$ cat src/design/vsce_pkg.sv
// package: constants and carrier types for the video memory command engine
package vsce_pkg;
    localparam int ADDR_W = 19;
    // command codes
    localparam logic [7:0] OP_CARET     = 8'h1e;
    localparam logic [7:0] OP_PEN       = 8'h1a;
    localparam logic [7:0] OP_PTRLD0    = 8'h8e;
    localparam logic [7:0] OP_PTRLD1    = 8'h8f;
    localparam logic [7:0] OP_PTRRD     = 8'h8a;
    localparam logic [7:0] OP_MASK      = 8'h89;
    localparam logic [7:0] OP_ABORT     = 8'h88;
    localparam logic [7:0] OP_SPRITE_START_CMD     = 8'h82;
    localparam logic [7:0] OP_SPROFF    = 8'h83;
    localparam logic [7:0] OP_SPRITE_TABLE_READ_CMD     = 8'h80;
    localparam logic [5:0] OP_HRD_HI    = 6'h24;  // 1001_00mm
    localparam logic [5:0] OP_HWR_HI    = 6'h25;  // 1001_01mm
    localparam logic [5:0] OP_DRD_HI    = 6'h26;  // 1001_10mm
    localparam logic [5:0] OP_DWR_HI    = 6'h27;  // 1001_11mm
    // step selections
    localparam logic [1:0] STEP_NONE = 2'h0;
    localparam logic [1:0] STEP_ATR  = 2'h1;
    localparam logic [1:0] STEP_PIT  = 2'h2;
    localparam logic [1:0] STEP_PTR  = 2'h3;
    // resets and limits
    localparam logic [7:0]  MASK_RST   = 8'hff;
    localparam logic [2:0]  ATTR_LAST  = 3'h7;
    localparam logic [1:0]  HI_ZERO3   = 2'h0;
    localparam logic [12:0] SPR_STRIDE = 13'h0008;

    typedef enum logic [3:0] {
        ST_IDLE  = 4'h0,
        ST_PARAM = 4'h1,
        ST_OUT   = 4'h3,
        ST_RDREQ = 4'h2,
        ST_RDWT  = 4'h6,
        ST_HOLD  = 4'h7,
        ST_WRRD  = 4'h5,
        ST_WRWT  = 4'h4,
        ST_WRDO  = 4'hc,
        ST_ERR   = 4'hd
    } vsce_state_t;

    typedef enum logic [2:0] {
        XF_NONE = 3'h0, XF_HRD = 3'h1, XF_HWR = 3'h2, XF_DRD = 3'h3, XF_DWR = 3'h4, XF_SPR = 3'h5
    } vsce_xfer_t;

    typedef struct packed {
        logic [7:0] limit;     // per_line_sprite_limit
        logic       intEn;     // sprite_interrupt_enable
        logic       dblHeight; // sprite_double_height
        logic       groupCol;  // sprite_group_collide
    } vsce_sprcfg_t;

    typedef struct packed {
        logic              req;
        logic              we;
        logic [ADDR_W-1:0] addr;
        logic [7:0]        wdata;
    } vsce_mem_t;
endpackage : vsce_pkg

$ cat src/design/vsce_step_unit.sv
// step unit: next primary pointer from the step selection
`timescale 1ns/1ps
module vsce_step_unit
    import vsce_pkg::*;
(
    input  wire logic [ADDR_W-1:0] ptrIn,    // current primary pointer
    input  wire logic [1:0]        stepSel,  // pointer_step_select
    input  wire logic [ADDR_W-1:0] attribute_offset,   // attribute_offset
    input  wire logic [2:0]        pitch,    // character pitch
    input  wire logic [ADDR_W-1:0] stepPtr,  // step_pointer
    output logic      [ADDR_W-1:0] ptrOut    // stepped pointer
);
    // 19-bit adds drop the carry so the pointer wraps both ways
    always_comb begin
        unique case (stepSel)
            STEP_NONE: ptrOut = ptrIn;
            STEP_ATR:  ptrOut = ptrIn + attribute_offset;
            STEP_PIT:  ptrOut = ptrIn + {{(ADDR_W-3){1'b0}}, pitch};
            STEP_PTR:  ptrOut = ptrIn + stepPtr;
        endcase
    end
endmodule : vsce_step_unit

$ cat src/design/vsce_engine.sv
// command engine: pointer, mask, memory streaming, DMA and sprite commands
`timescale 1ns/1ps
module vsce_engine
    import vsce_pkg::*;
(
    input  wire logic              ref_clk,        // 40 MHz clock
    input  wire logic              reset,          // async reset, high
    input  wire logic              cmdValid,       // command byte strobe
    input  wire logic [7:0]        cmdByte,        // command byte
    input  wire logic              parValid,       // parameter/data byte strobe
    input  wire logic [7:0]        parByte,        // parameter/data byte
    input  wire logic              hostTake,       // host took output byte
    output logic                   outValid,       // output byte holds data
    output logic      [7:0]        outByte,        // output byte to host or DMA
    input  wire logic              transfer_ack_n, // DMA acknowledge, low
    input  wire logic              dmaRd,          // DMA read strobe
    input  wire logic              dmaWr,          // DMA write strobe
    output logic                   transfer_request_n, // DMA request, low
    output vsce_mem_t              memOut,         // video memory request
    input  wire logic              memAck,         // memory access done
    input  wire logic [7:0]        memRdata,       // memory read data
    input  wire logic [15:0]       maxLine,        // bottom line of screen
    input  wire logic [15:0]       maxCol,         // right column of screen
    input  wire logic [15:0]       screenBase,     // start address / 256
    input  wire logic [ADDR_W-1:0] attribute_offset,         // attribute_offset
    input  wire logic [2:0]        pitch,          // character pitch
    input  wire logic [15:0]       lineStride,     // bytes per line
    input  wire logic              penHit,         // pen detect pulse
    input  wire logic [15:0]       penLine,        // pen line
    input  wire logic [15:0]       penCol,         // pen column
    input  wire logic              displayOn,      // display enabled
    input  wire logic              spriteEvent,    // collision or over-limit pulse
    input  wire logic              cmdErr,         // command error pulse
    output logic                   penFlag,        // light pen detected
    output logic                   spriteActive,   // sprite display running
    output logic      [15:0]       spriteBase,     // sprite_table_base
    output vsce_sprcfg_t           spriteCfg,      // sprite settings
    output logic                   sprite_event_flag,  // sprite event status
    output logic                   spriteIrq,      // sprite interrupt
    output logic                   command_error_flag, // error status
    output logic      [15:0]       caretLine,      // caret line
    output logic      [15:0]       caretCol        // caret column
);
    typedef struct packed {
        vsce_state_t       st;
        vsce_xfer_t        xf;
        logic [7:0]        op;
        logic [2:0]        pidx;
        logic [31:0]       pbuf;
        logic [ADDR_W-1:0] ptr0, ptr1;
        logic [7:0]        mask, wbyte, obyte;
        logic              oval;
        logic [1:0]        stepSel;
        logic [4:0]        sprNum;
        logic [2:0]        attrIdx;
        vsce_mem_t         mem;
        logic              dreq, reqN, pen, sact, sevt, irq, err;
        vsce_sprcfg_t      scfg;
        logic [15:0]       sbase, cLine, cCol;
    } vsce_regs_t;

    vsce_regs_t q, d;
    logic [ADDR_W-1:0] stepped;
    logic [ADDR_W-1:0] coordAddr;
    logic [15:0]       useLine, useCol;
    logic              isCoordCmd;

    // pointer stepping lives in its own unit
    vsce_step_unit u_step (
        .ptrIn  (q.ptr0),
        .stepSel(q.stepSel),
        .attribute_offset (attribute_offset),
        .pitch  (pitch),
        .stepPtr(q.ptr1),
        .ptrOut (stepped)
    );

    // coordinate to address; shared by caret and pen commands
    always_comb begin
        logic [15:0] cl, cc;
        cl = q.pbuf[15:0] > maxLine ? maxLine : q.pbuf[15:0];
        cc = q.pbuf[31:16] > maxCol ? maxCol : q.pbuf[31:16];
        // pen coordinates only while the pen command is being taken
        isCoordCmd = !(cmdValid && cmdByte == OP_PEN);
        useLine = isCoordCmd ? cl : penLine;
        useCol  = isCoordCmd ? cc : penCol;
        coordAddr = ADDR_W'({screenBase, 8'h00} + useLine * lineStride + {3'h0, useCol});
    end

    function automatic logic [2:0] param_count(input logic [7:0] op);
        param_count = 3'h0;
        if (op == OP_CARET) param_count = 3'h4;
        if (op == OP_PTRLD0 || op == OP_PTRLD1 || op == OP_SPRITE_START_CMD) param_count = 3'h3;
        if (op == OP_MASK) param_count = 3'h1;
        if (op == OP_SPRITE_TABLE_READ_CMD) param_count = 3'h1;
    endfunction : param_count

    // next-state logic for all engine state
    always_comb begin
        d = q;
        d.irq = q.scfg.intEn && q.sevt && q.sact;
        if (!transfer_ack_n && dmaRd && q.xf == XF_DRD) begin
            d.oval = 1'b0;
            d.dreq = 1'b0;
        end
        if (hostTake && q.xf != XF_DRD) d.oval = 1'b0;
        unique case (q.st)
            ST_IDLE, ST_PARAM, ST_HOLD, ST_ERR, ST_OUT: ;
            ST_RDREQ: begin
                d.mem.req = 1'b1;
                d.mem.we  = 1'b0;
                d.mem.addr = q.ptr0;
                d.st = ST_RDWT;
            end
            ST_RDWT: if (memAck) begin
                d.mem.req = 1'b0;
                d.obyte = memRdata;
                d.oval = 1'b1;
                if (q.xf == XF_DRD) d.dreq = 1'b1;
                d.st = ST_HOLD;
            end
            ST_WRRD: begin
                d.mem.req = 1'b1;
                d.mem.we = 1'b0;
                d.mem.addr = q.ptr0;
                d.st = ST_WRWT;
            end
            ST_WRWT: if (memAck) begin
                d.mem.we = 1'b1;
                d.mem.wdata = (memRdata & ~q.mask) | (q.wbyte & q.mask);
                d.st = ST_WRDO;
            end
            ST_WRDO: if (memAck) begin
                d.mem.req = 1'b0;
                d.mem.we = 1'b0;
                d.ptr0 = stepped;
                d.dreq = (q.xf == XF_DWR);
                d.st = ST_HOLD;
            end
            default: d.st = ST_IDLE;
        endcase
        // streaming: consume or refill in the hold state
        if (q.st == ST_HOLD && !cmdErr) begin
            if ((q.xf == XF_HRD || q.xf == XF_DRD) && !q.oval) begin
                d.ptr0 = stepped;
                d.st = ST_RDREQ;
            end else if (q.xf == XF_SPR && !q.oval) begin
                d.attrIdx = q.attrIdx + 3'h1;
                if (q.attrIdx == ATTR_LAST) d.sprNum = q.sprNum + 5'h1;
                d.ptr0 = ADDR_W'({q.sbase, 8'h00} + d.sprNum * SPR_STRIDE + d.attrIdx);
                d.st = ST_RDREQ;
            end else if (q.xf == XF_HWR && parValid) begin
                d.wbyte = parByte;
                d.st = ST_WRRD;
            end else if (q.xf == XF_DWR && !transfer_ack_n && dmaWr) begin
                d.wbyte = parByte;
                d.dreq = 1'b0;
                d.st = ST_WRRD;
            end
        end
        // parameter collection
        if (q.st == ST_PARAM && parValid) begin
            d.pbuf[8*q.pidx[1:0] +: 8] = parByte;
            d.pidx = q.pidx + 3'h1;
            if (q.pidx + 3'h1 == param_count(q.op)) d.st = ST_OUT;
        end
        // execute after last parameter; readouts share the state but run below
        if (q.st == ST_OUT && !cmdErr && q.op != OP_PEN && q.op != OP_PTRRD) begin
            d.st = ST_IDLE;
            if (q.op == OP_CARET) begin
                d.cLine = useLine;
                d.cCol = useCol;
                d.ptr0 = coordAddr;
            end else if (q.op == OP_PTRLD0) begin
                d.ptr0 = q.pbuf[ADDR_W-1:0];
            end else if (q.op == OP_PTRLD1) begin
                d.ptr1 = q.pbuf[ADDR_W-1:0];
            end else if (q.op == OP_MASK) begin
                d.mask = q.pbuf[7:0];
            end else if (q.op == OP_SPRITE_START_CMD) begin
                d.sbase = q.pbuf[15:0];
                d.scfg = {HI_ZERO3, 1'b0, q.pbuf[23:19], q.pbuf[18:16]};
                d.sact = displayOn;
                d.sevt = 1'b0;
            end else if (q.op == OP_SPRITE_TABLE_READ_CMD) begin
                d.sprNum = q.pbuf[7:3];
                d.attrIdx = q.pbuf[2:0];
                d.ptr0 = ADDR_W'({q.sbase, 8'h00} + {q.pbuf[7:0]});
                d.xf = XF_SPR;
                d.st = ST_RDREQ;
            end
        end
        // new command byte
        if (cmdValid) begin
            d.oval = 1'b0;
            d.dreq = 1'b0;
            d.mem.req = 1'b0;
            d.mem.we = 1'b0;
            d.xf = XF_NONE;
            d.op = cmdByte;
            d.pidx = 3'h0;
            d.pbuf = 32'h0;
            d.st = ST_IDLE;
            if (cmdByte == OP_ABORT) begin
                d.err = 1'b0;
            end else if (q.st == ST_ERR) begin
                d.st = ST_ERR;
                d.op = q.op;
            end else if (param_count(cmdByte) != 3'h0) begin
                d.st = ST_PARAM;
            end else if (cmdByte == OP_PEN) begin
                d.ptr0 = coordAddr;
                d.pen = 1'b0;
                d.obyte = penLine[7:0];
                d.oval = 1'b1;
                d.st = ST_OUT;
                d.pidx = 3'h1;
            end else if (cmdByte == OP_PTRRD) begin
                d.obyte = d.ptr0[7:0];
                d.oval = 1'b1;
                d.st = ST_OUT;
                d.pidx = 3'h1;
            end else if (cmdByte == OP_SPROFF) begin
                d.sact = 1'b0;
            end else if (cmdByte[7:2] == OP_HRD_HI || cmdByte[7:2] == OP_DRD_HI) begin
                d.stepSel = cmdByte[1:0];
                d.xf = cmdByte[3] ? XF_DRD : XF_HRD;
                d.st = ST_RDREQ;
            end else if (cmdByte[7:2] == OP_HWR_HI || cmdByte[7:2] == OP_DWR_HI) begin
                d.stepSel = cmdByte[1:0];
                d.xf = cmdByte[3] ? XF_DWR : XF_HWR;
                d.dreq = cmdByte[3];
                d.st = ST_HOLD;
            end
        end
        // multi-byte readouts: pen and pointer; any new command byte, abort included, stops them
        if (!cmdValid && q.st == ST_OUT && (q.op == OP_PEN || q.op == OP_PTRRD) && hostTake) begin
            d.pidx = q.pidx + 3'h1;
            d.oval = q.pidx != 3'h4 && !(q.op == OP_PTRRD && q.pidx == 3'h3);
            d.st = d.oval ? ST_OUT : ST_IDLE;
            if (q.op == OP_PTRRD) begin
                d.obyte = q.pidx == 3'h1 ? q.ptr0[15:8] : {5'h0, q.ptr0[18:16]};
            end else begin
                unique case (q.pidx)
                    3'h1: d.obyte = penLine[15:8];
                    3'h2: d.obyte = penCol[7:0];
                    default: d.obyte = penCol[15:8];
                endcase
            end
        end
        // sets come last so an event beats a clear in the same cycle
        if (penHit) d.pen = 1'b1;
        if (spriteEvent && q.sact) d.sevt = 1'b1;
        if (cmdErr) begin
            d.err = 1'b1;
            d.st  = ST_ERR;
        end
        d.reqN = ~d.dreq;
    end

    // single register stage for the whole engine
    always_ff @(posedge ref_clk or posedge reset) begin
        if (reset) begin
            q <= '0;
            q.mask <= MASK_RST;
            q.reqN <= 1'b1;
            q.st <= ST_IDLE;
            q.xf <= XF_NONE;
        end else begin
            q <= d;
        end
    end

    assign outValid = q.oval;
    assign outByte = q.obyte;
    assign transfer_request_n = q.reqN;
    assign memOut = q.mem;
    assign penFlag = q.pen;
    assign spriteActive = q.sact;
    assign spriteBase = q.sbase;
    assign spriteCfg = q.scfg;
    assign sprite_event_flag = q.sevt;
    assign spriteIrq = q.irq;
    assign command_error_flag = q.err;
    assign caretLine = q.cLine;
    assign caretCol = q.cCol;
endmodule : vsce_engine

$ cat config.mk
export PLATFORM = sky130hd
export DESIGN_NAME = vsce_engine
export DESIGN_NICKNAME = d
export VERILOG_FILES = /design/src/design/vsce_pkg.sv /design/src/design/vsce_step_unit.sv /design/src/design/vsce_engine.sv
export SDC_FILE = /design/constraint.sdc
export NUM_CORES = 1
export LEC_CHECK = 0
export BUFFER_PORTS_ARGS = -buffer_cell sky130_fd_sc_hd__buf_2
export CAP_MARGIN = 5
export CORE_UTILIZATION = 65
export CTS_CLUSTER_SIZE = 16
export DETAILED_ROUTE_END_ITERATION = 10
export HOLD_SLACK_MARGIN = 0.02
export PLACE_DENSITY_LB_ADDON = 0.08
export SETUP_SLACK_MARGIN = 0.4
export SLEW_MARGIN = 20
export SYNTH_ARGS = -nofsm -noshare
export SYNTH_HDL_FRONTEND = slang
export SYNTH_SLANG_ARGS = --single-unit
$ cat constraint.sdc
create_clock -name ref_clk -period 21.4 [get_ports ref_clk]
set_clock_uncertainty 0.2 [all_clocks]
set_input_delay 2.14 -clock ref_clk [delete_from_list [all_inputs] [get_ports ref_clk]]
set_output_delay 2.14 -clock ref_clk [all_outputs]
set_load 0.02 [all_outputs]
# Word-level counts from Yosys, hierarchy flattened
# Index checks and enable logic that the tools add are counted.
# op_classes
n_mul	1
add_sub_neg	12
mux	160
bitwise_logic	17
eq_ne	64
order_cmp	2
n_reduce_logical	69
shift	2
# op_table
op	count
$mux W19	16
$mux W8	17
$eq A8 B8 Y1 const B	14
$pmux W19 S4	1
$mux W69	1
$mux W16	4
$mux W4	15
$add A19 B19 Y19	3
$mux W7	8
$mux W27	2
$mux W3	18
$mux W46	1
$mux W9	5
$mux W11	4
$add A19 B3 Y19	2
$add A19 B8 Y19	2
$mux W2	19
$mux W1	35
$mux W35	1
$neg A5 Y34	1
$shift A8 B34 Y32 const A	1
$shiftx A8 B34 Y32	1
$bwmux W32	1
$eq A8 B5 Y1 const B	4
other kinds (50)	151
# word_totals
out_inout_bits	103
elab_cells	359
register_bits	215
inputBits	155

# Depth between registers and ports, before layout
# depth
depth_word	24
depth_mapped	40
ltp_nobuf	38

# Hierarchy
# From an unflattened synthesis, not the netlist that was laid out.
# unflattened
hier_cells	2308
area_unflattened_um2	20342.0
# modules_own_cells
mod	seq_area_each_um2	cells_each	area_each_um2	n_inst
vsce_engine	5391.4	2092	18977.0	1
vsce_step_unit	0.0	216	1365.1	1

# Worst setup path after synthesis
# No wires, ideal clock.
# synth_path
path_type	in2reg
start	input maxLine[11]
end	register q[167] in the netlist's numbering
cell_stages	29
arrival_ps	8793
path_buffers	2
setup_ps	83
setup_slack_ps	12324
t_required_ps	21117
path_cell_list	inv_1 > ha_1 > nand4_1 > a211o_1 > a41o_1 > a21oi_4 > buf_4 > mux2i_1 > a21oi_1 > clkbuf_1 > and2_1 > fa_1 > inv_1 > fa_1 > fa_1 > fa_1 > inv_1 > fa_1 > inv_1 > fa_1 > inv_1 > ha_1 > inv_1 > o211ai_1 > o41ai_1 > o21a_1 > o21ai_0 > xor2_1 > o22ai_1
# synth_rtl
item	line	text
start, declared	vsce_engine.sv:22	input wire logic [15:0] maxLine,
end, declared	vsce_engine.sv:62	vsce_regs_t q, d;

==> metrics list <==
- The number of antenna violations at the first check in global routing came to 6.
- The floorplan step set the die width to 177 um.
* Per-cell routed wire length: 22.0 um
* Buffer cell driving the clock tree root: sky130_fd_sc_hd__clkbuf_16
- Cell with the most instances after synthesis: sky130_fd_sc_hd__inv_1
- The number of placed instances, taps included, is 2734.
- CP startpoint kind: input port
- The cell area that synthesis handed to floorplanning was 20000 um2.
- Final Critical Period: 9.96 ns
* Async set-or-reset flop fraction in the synthesized netlist: 100%
* Floorplan die height: 177 um
- RePlAce Congestion: 0.955
- Clock transition at the register clock pins on the worst setup and hold paths after CTS: 0.06 ns
- In this run, the number of DRC markers left after iteration 0 of detailed routing was 1643.
* Fill cells: 2344
* Via-per-instance ratio: 6.14
- Across the VDD grid, the largest voltage drop is 0.0818 mV.
* Share of the clock period used by the worst path after layout: 46.6%
- Timing analysis after detailed placement gives a worst setup slack of 11.05 ns.
- Max-slew headroom at the worst pin: 20.8%
* Final hold violations: 0
* Core area: 30000 um2
* Power density normalized to cell area: 67.2 nW/um2
* CTS tree: yes
- Endpoint class of the critical path: flip-flop
- Maximum root-to-sink buffer count: 3
* Fraction of final layout cells with drive strength greater than 1: 19.3%
- The netlist uses 67 different library cells.
- IO Pins: 258
- The number of global-route vias before repair was 17000.
- The share of the Yosys chip area taken by registers is 27.0%.
- WP data arrival: 10.16 ns
* # DRC: 0
- Max-cap violations in this run came to 0.
- In this design, the stage delay of the slowest critical-path cell is 0.91 ns.
- Via count: 17100
- Compared with the post-synthesis result, the final layout area differs by 9.02%.
* Initial Utilization: 66.7%
* Unrepaired setup endpoints after global routing: no
- The first global-routing pass estimated 94900 um of wire.
* Standby leakage power: 10.7 nW
- Count of flip-flops with a built-in enable after synthesis: 0
* H-tree depth reported by CTS: 1
* Share of the synthesized area in the top cell type: 25.8%
- Overall routing resource usage: 40.0%
- The die covers 31400 um2.
- Based on the critical path, the design can be clocked at up to 0.100 GHz.
- Worst-Skew Late Latency: 0.56 ns
* Total of hold buffers inserted after clock tree synthesis: 0
- Data on the critical path is required at its endpoint by 21.60 ns.
* Routed Antenna Nets: 0
- Measured slew at the worst slew-check pin: 1.19 ns
- Crit path top cell by count: sky130_fd_sc_hd__fa_1
* Number of gates resized after CTS: 0
* Row cnt: 63
- Once routing completed, OpenROAD measured the worst setup slack at 11.44 ns.
* Smallest hold slack: 0.271 ns
- Max-slew violations: 0
* Number of register bits inferred by synthesis: 215
- The largest total area in the synthesized netlist belongs to sky130_fd_sc_hd__dfrtp_1.
- Pin count of the biggest net entering global routing: 143
- Synthesis produced 2263 cells.
- Hold Path Stages: 1
* Dominant synthesized flop cell: sky130_fd_sc_hd__dfrtp_1
* Crit path max fanout: 17
* Critical-path top delay cell: sky130_fd_sc_hd__a21oi_2
- Counting cells, the worst reg-to-reg path comes to 26.
- The Yosys step of the flow raised 0 warnings.
- Setup violations remaining at the end of the flow were counted as 0.
* Final routed wirelength across all metal layers: 61300 um
- Type of the tightest min-delay check: flip-flop to flip-flop
- Number of iterations in the first detailed-routing pass: 6
* Remaining global-route overflow: 0
* Top cells by area, synth: sky130_fd_sc_hd__dfrtp_1 (26%), sky130_fd_sc_hd__fa_1 (15%), sky130_fd_sc_hd__ha_1 (7.8%)
- Status: finished, final reports clean
* Top cells by count, synth: sky130_fd_sc_hd__inv_1 (306), sky130_fd_sc_hd__nand2_1 (241), sky130_fd_sc_hd__dfrtp_1 (206)
* Number of buffers added for setup after CTS: 0
- After the last flow step, the layout net total stands at 2797.
* Mean area per synthesized cell: 8.83 um2
* Number of clock sinks: 215
* Fin util: 72.7%
* Accumulated negative setup slack: 0 ns
* Number of buffers created by CTS: 26
- Post-Layout Cell Count: 2784
* Port buffer count: 249
* Critical path class: input port to flip-flop
- Estimated wirelength of the detail-placed design: 46600 um
==> critical path, delay by kind of cell <==
| family | cells | cell delay [ns] |
|---|---|---|
| fa+ha+maj | 8 | 3.35 |
| compound gates | 10 | 3.31 |
| simple gates | 3 | 0.52 |
| buf+inv | 5 | 0.37 |
| xor+xnor | 1 | 0.26 |
| mux | 1 | 0.19 |
==> cell usage in the layout, fill, tap and decap left out, drive strengths merged, types with 18 or more instances in the layout <==
master,netlist,layout
a31oi,22,22
a22oi,33,33
clkbuf,86,36
inv,306,306
xnor2,40,40
and2,102,102
o22ai,29,29
mux2i,41,41
nor2,140,140
nand2,241,241
mux2,105,105
ha,124,124
dfrtp,206,206
fa,145,145
buf,109,275
nand3,19,19
nor3,19,19
nand2b,30,30
o21ai,123,123
xor2,18,18
a21oi,134,134
==> registers in the layout, summed over array words and instances (netlist names) <==
register,flops
transfer_request_n,1
outByte,8
caretLine,16
memOut,29
spriteCfg,8
spriteIrq,1
caretCol,16
sprite_event_flag,1
spriteBase,16
q,115
spriteActive,1
command_error_flag,1
outValid,1
penFlag,1
==> logic make-up (layout without fill, tap and decap cells) <==
| family | after synthesis | in the layout | share of synthesized area [%] |
|---|---|---|---|
| XOR/XNOR | 61 | 61 | 2.88 |
| AND/OR/NAND/NOR | 617 | 617 | 14.5 |
| flip-flops | 215 | 215 | 27.0 |
| other | 1 | 6 | 0.0188 |
| adder cells (fa/ha/maj) | 269 | 269 | 22.3 |
| buffers and inverters | 501 | 627 | 11.3 |
| multiplexers | 146 | 146 | 7.97 |
| AO/OA/AOI/OAI | 453 | 453 | 14.0 |
==> metrics by stage <==
step	area (um2)	power (W)
after CTS	21700	0.00146
after global routing	21800	0.00154
after floorplan	20000	0.000866
final	21800	0.00146
after global placement	20900	0.000986
after detailed placement	20900	0.00100
==> final timing paths <==
| check | startpoint | end | slack [ns] |
|---|---|---|---|
| worst min register to register | penFlag | penFlag | 0.27 |
| worst max-delay path | maxLine[11] | q[167] | 11.44 |
| max in group asynchronous | reset | spriteBase[6] | 18.17 |
| worst max register to register | q[175] | q[167] | 12.45 |
| worst min-delay path | penFlag | penFlag | 0.27 |
| min in group asynchronous | reset | memOut[5] | 1.43 |
==> power by group <==
group | internal (W) | switching [W] | leakage [nW]
Clock | 0.000269 | 0.000185 | 0.428
Sequential | 0.000446 | 0.0000549 | 2.82
Combinational | 0.000200 | 0.000309 | 7.49
Total | 0.000915 | 0.000550 | 10.7
==> layer usage <==
metal	track usage [%]	share of wire (%)	up-vias
li1	-	-	7613
met1	54.8	40	8385
met2	60.9	44	919
met3	11.1	11	182
met4	14.0	3.8	6
met5	0	0.067	-
==> cell type report <==
cell class	count	area [um2]	area share, %
Clock inverter	10	134	0.615
Clock buffer	36	748	3.44
Tap cell	390	488	2.24
Timing Repair Buffer	275	1460	6.71
Antenna cell	3	7.51	0.0345
Sequential cell	215	5390	24.8
Multi-Input combinational cell	1549	12400	56.9
Inverter	306	1160	5.31
Note: power is estimated with default switching activity, not from simulation.
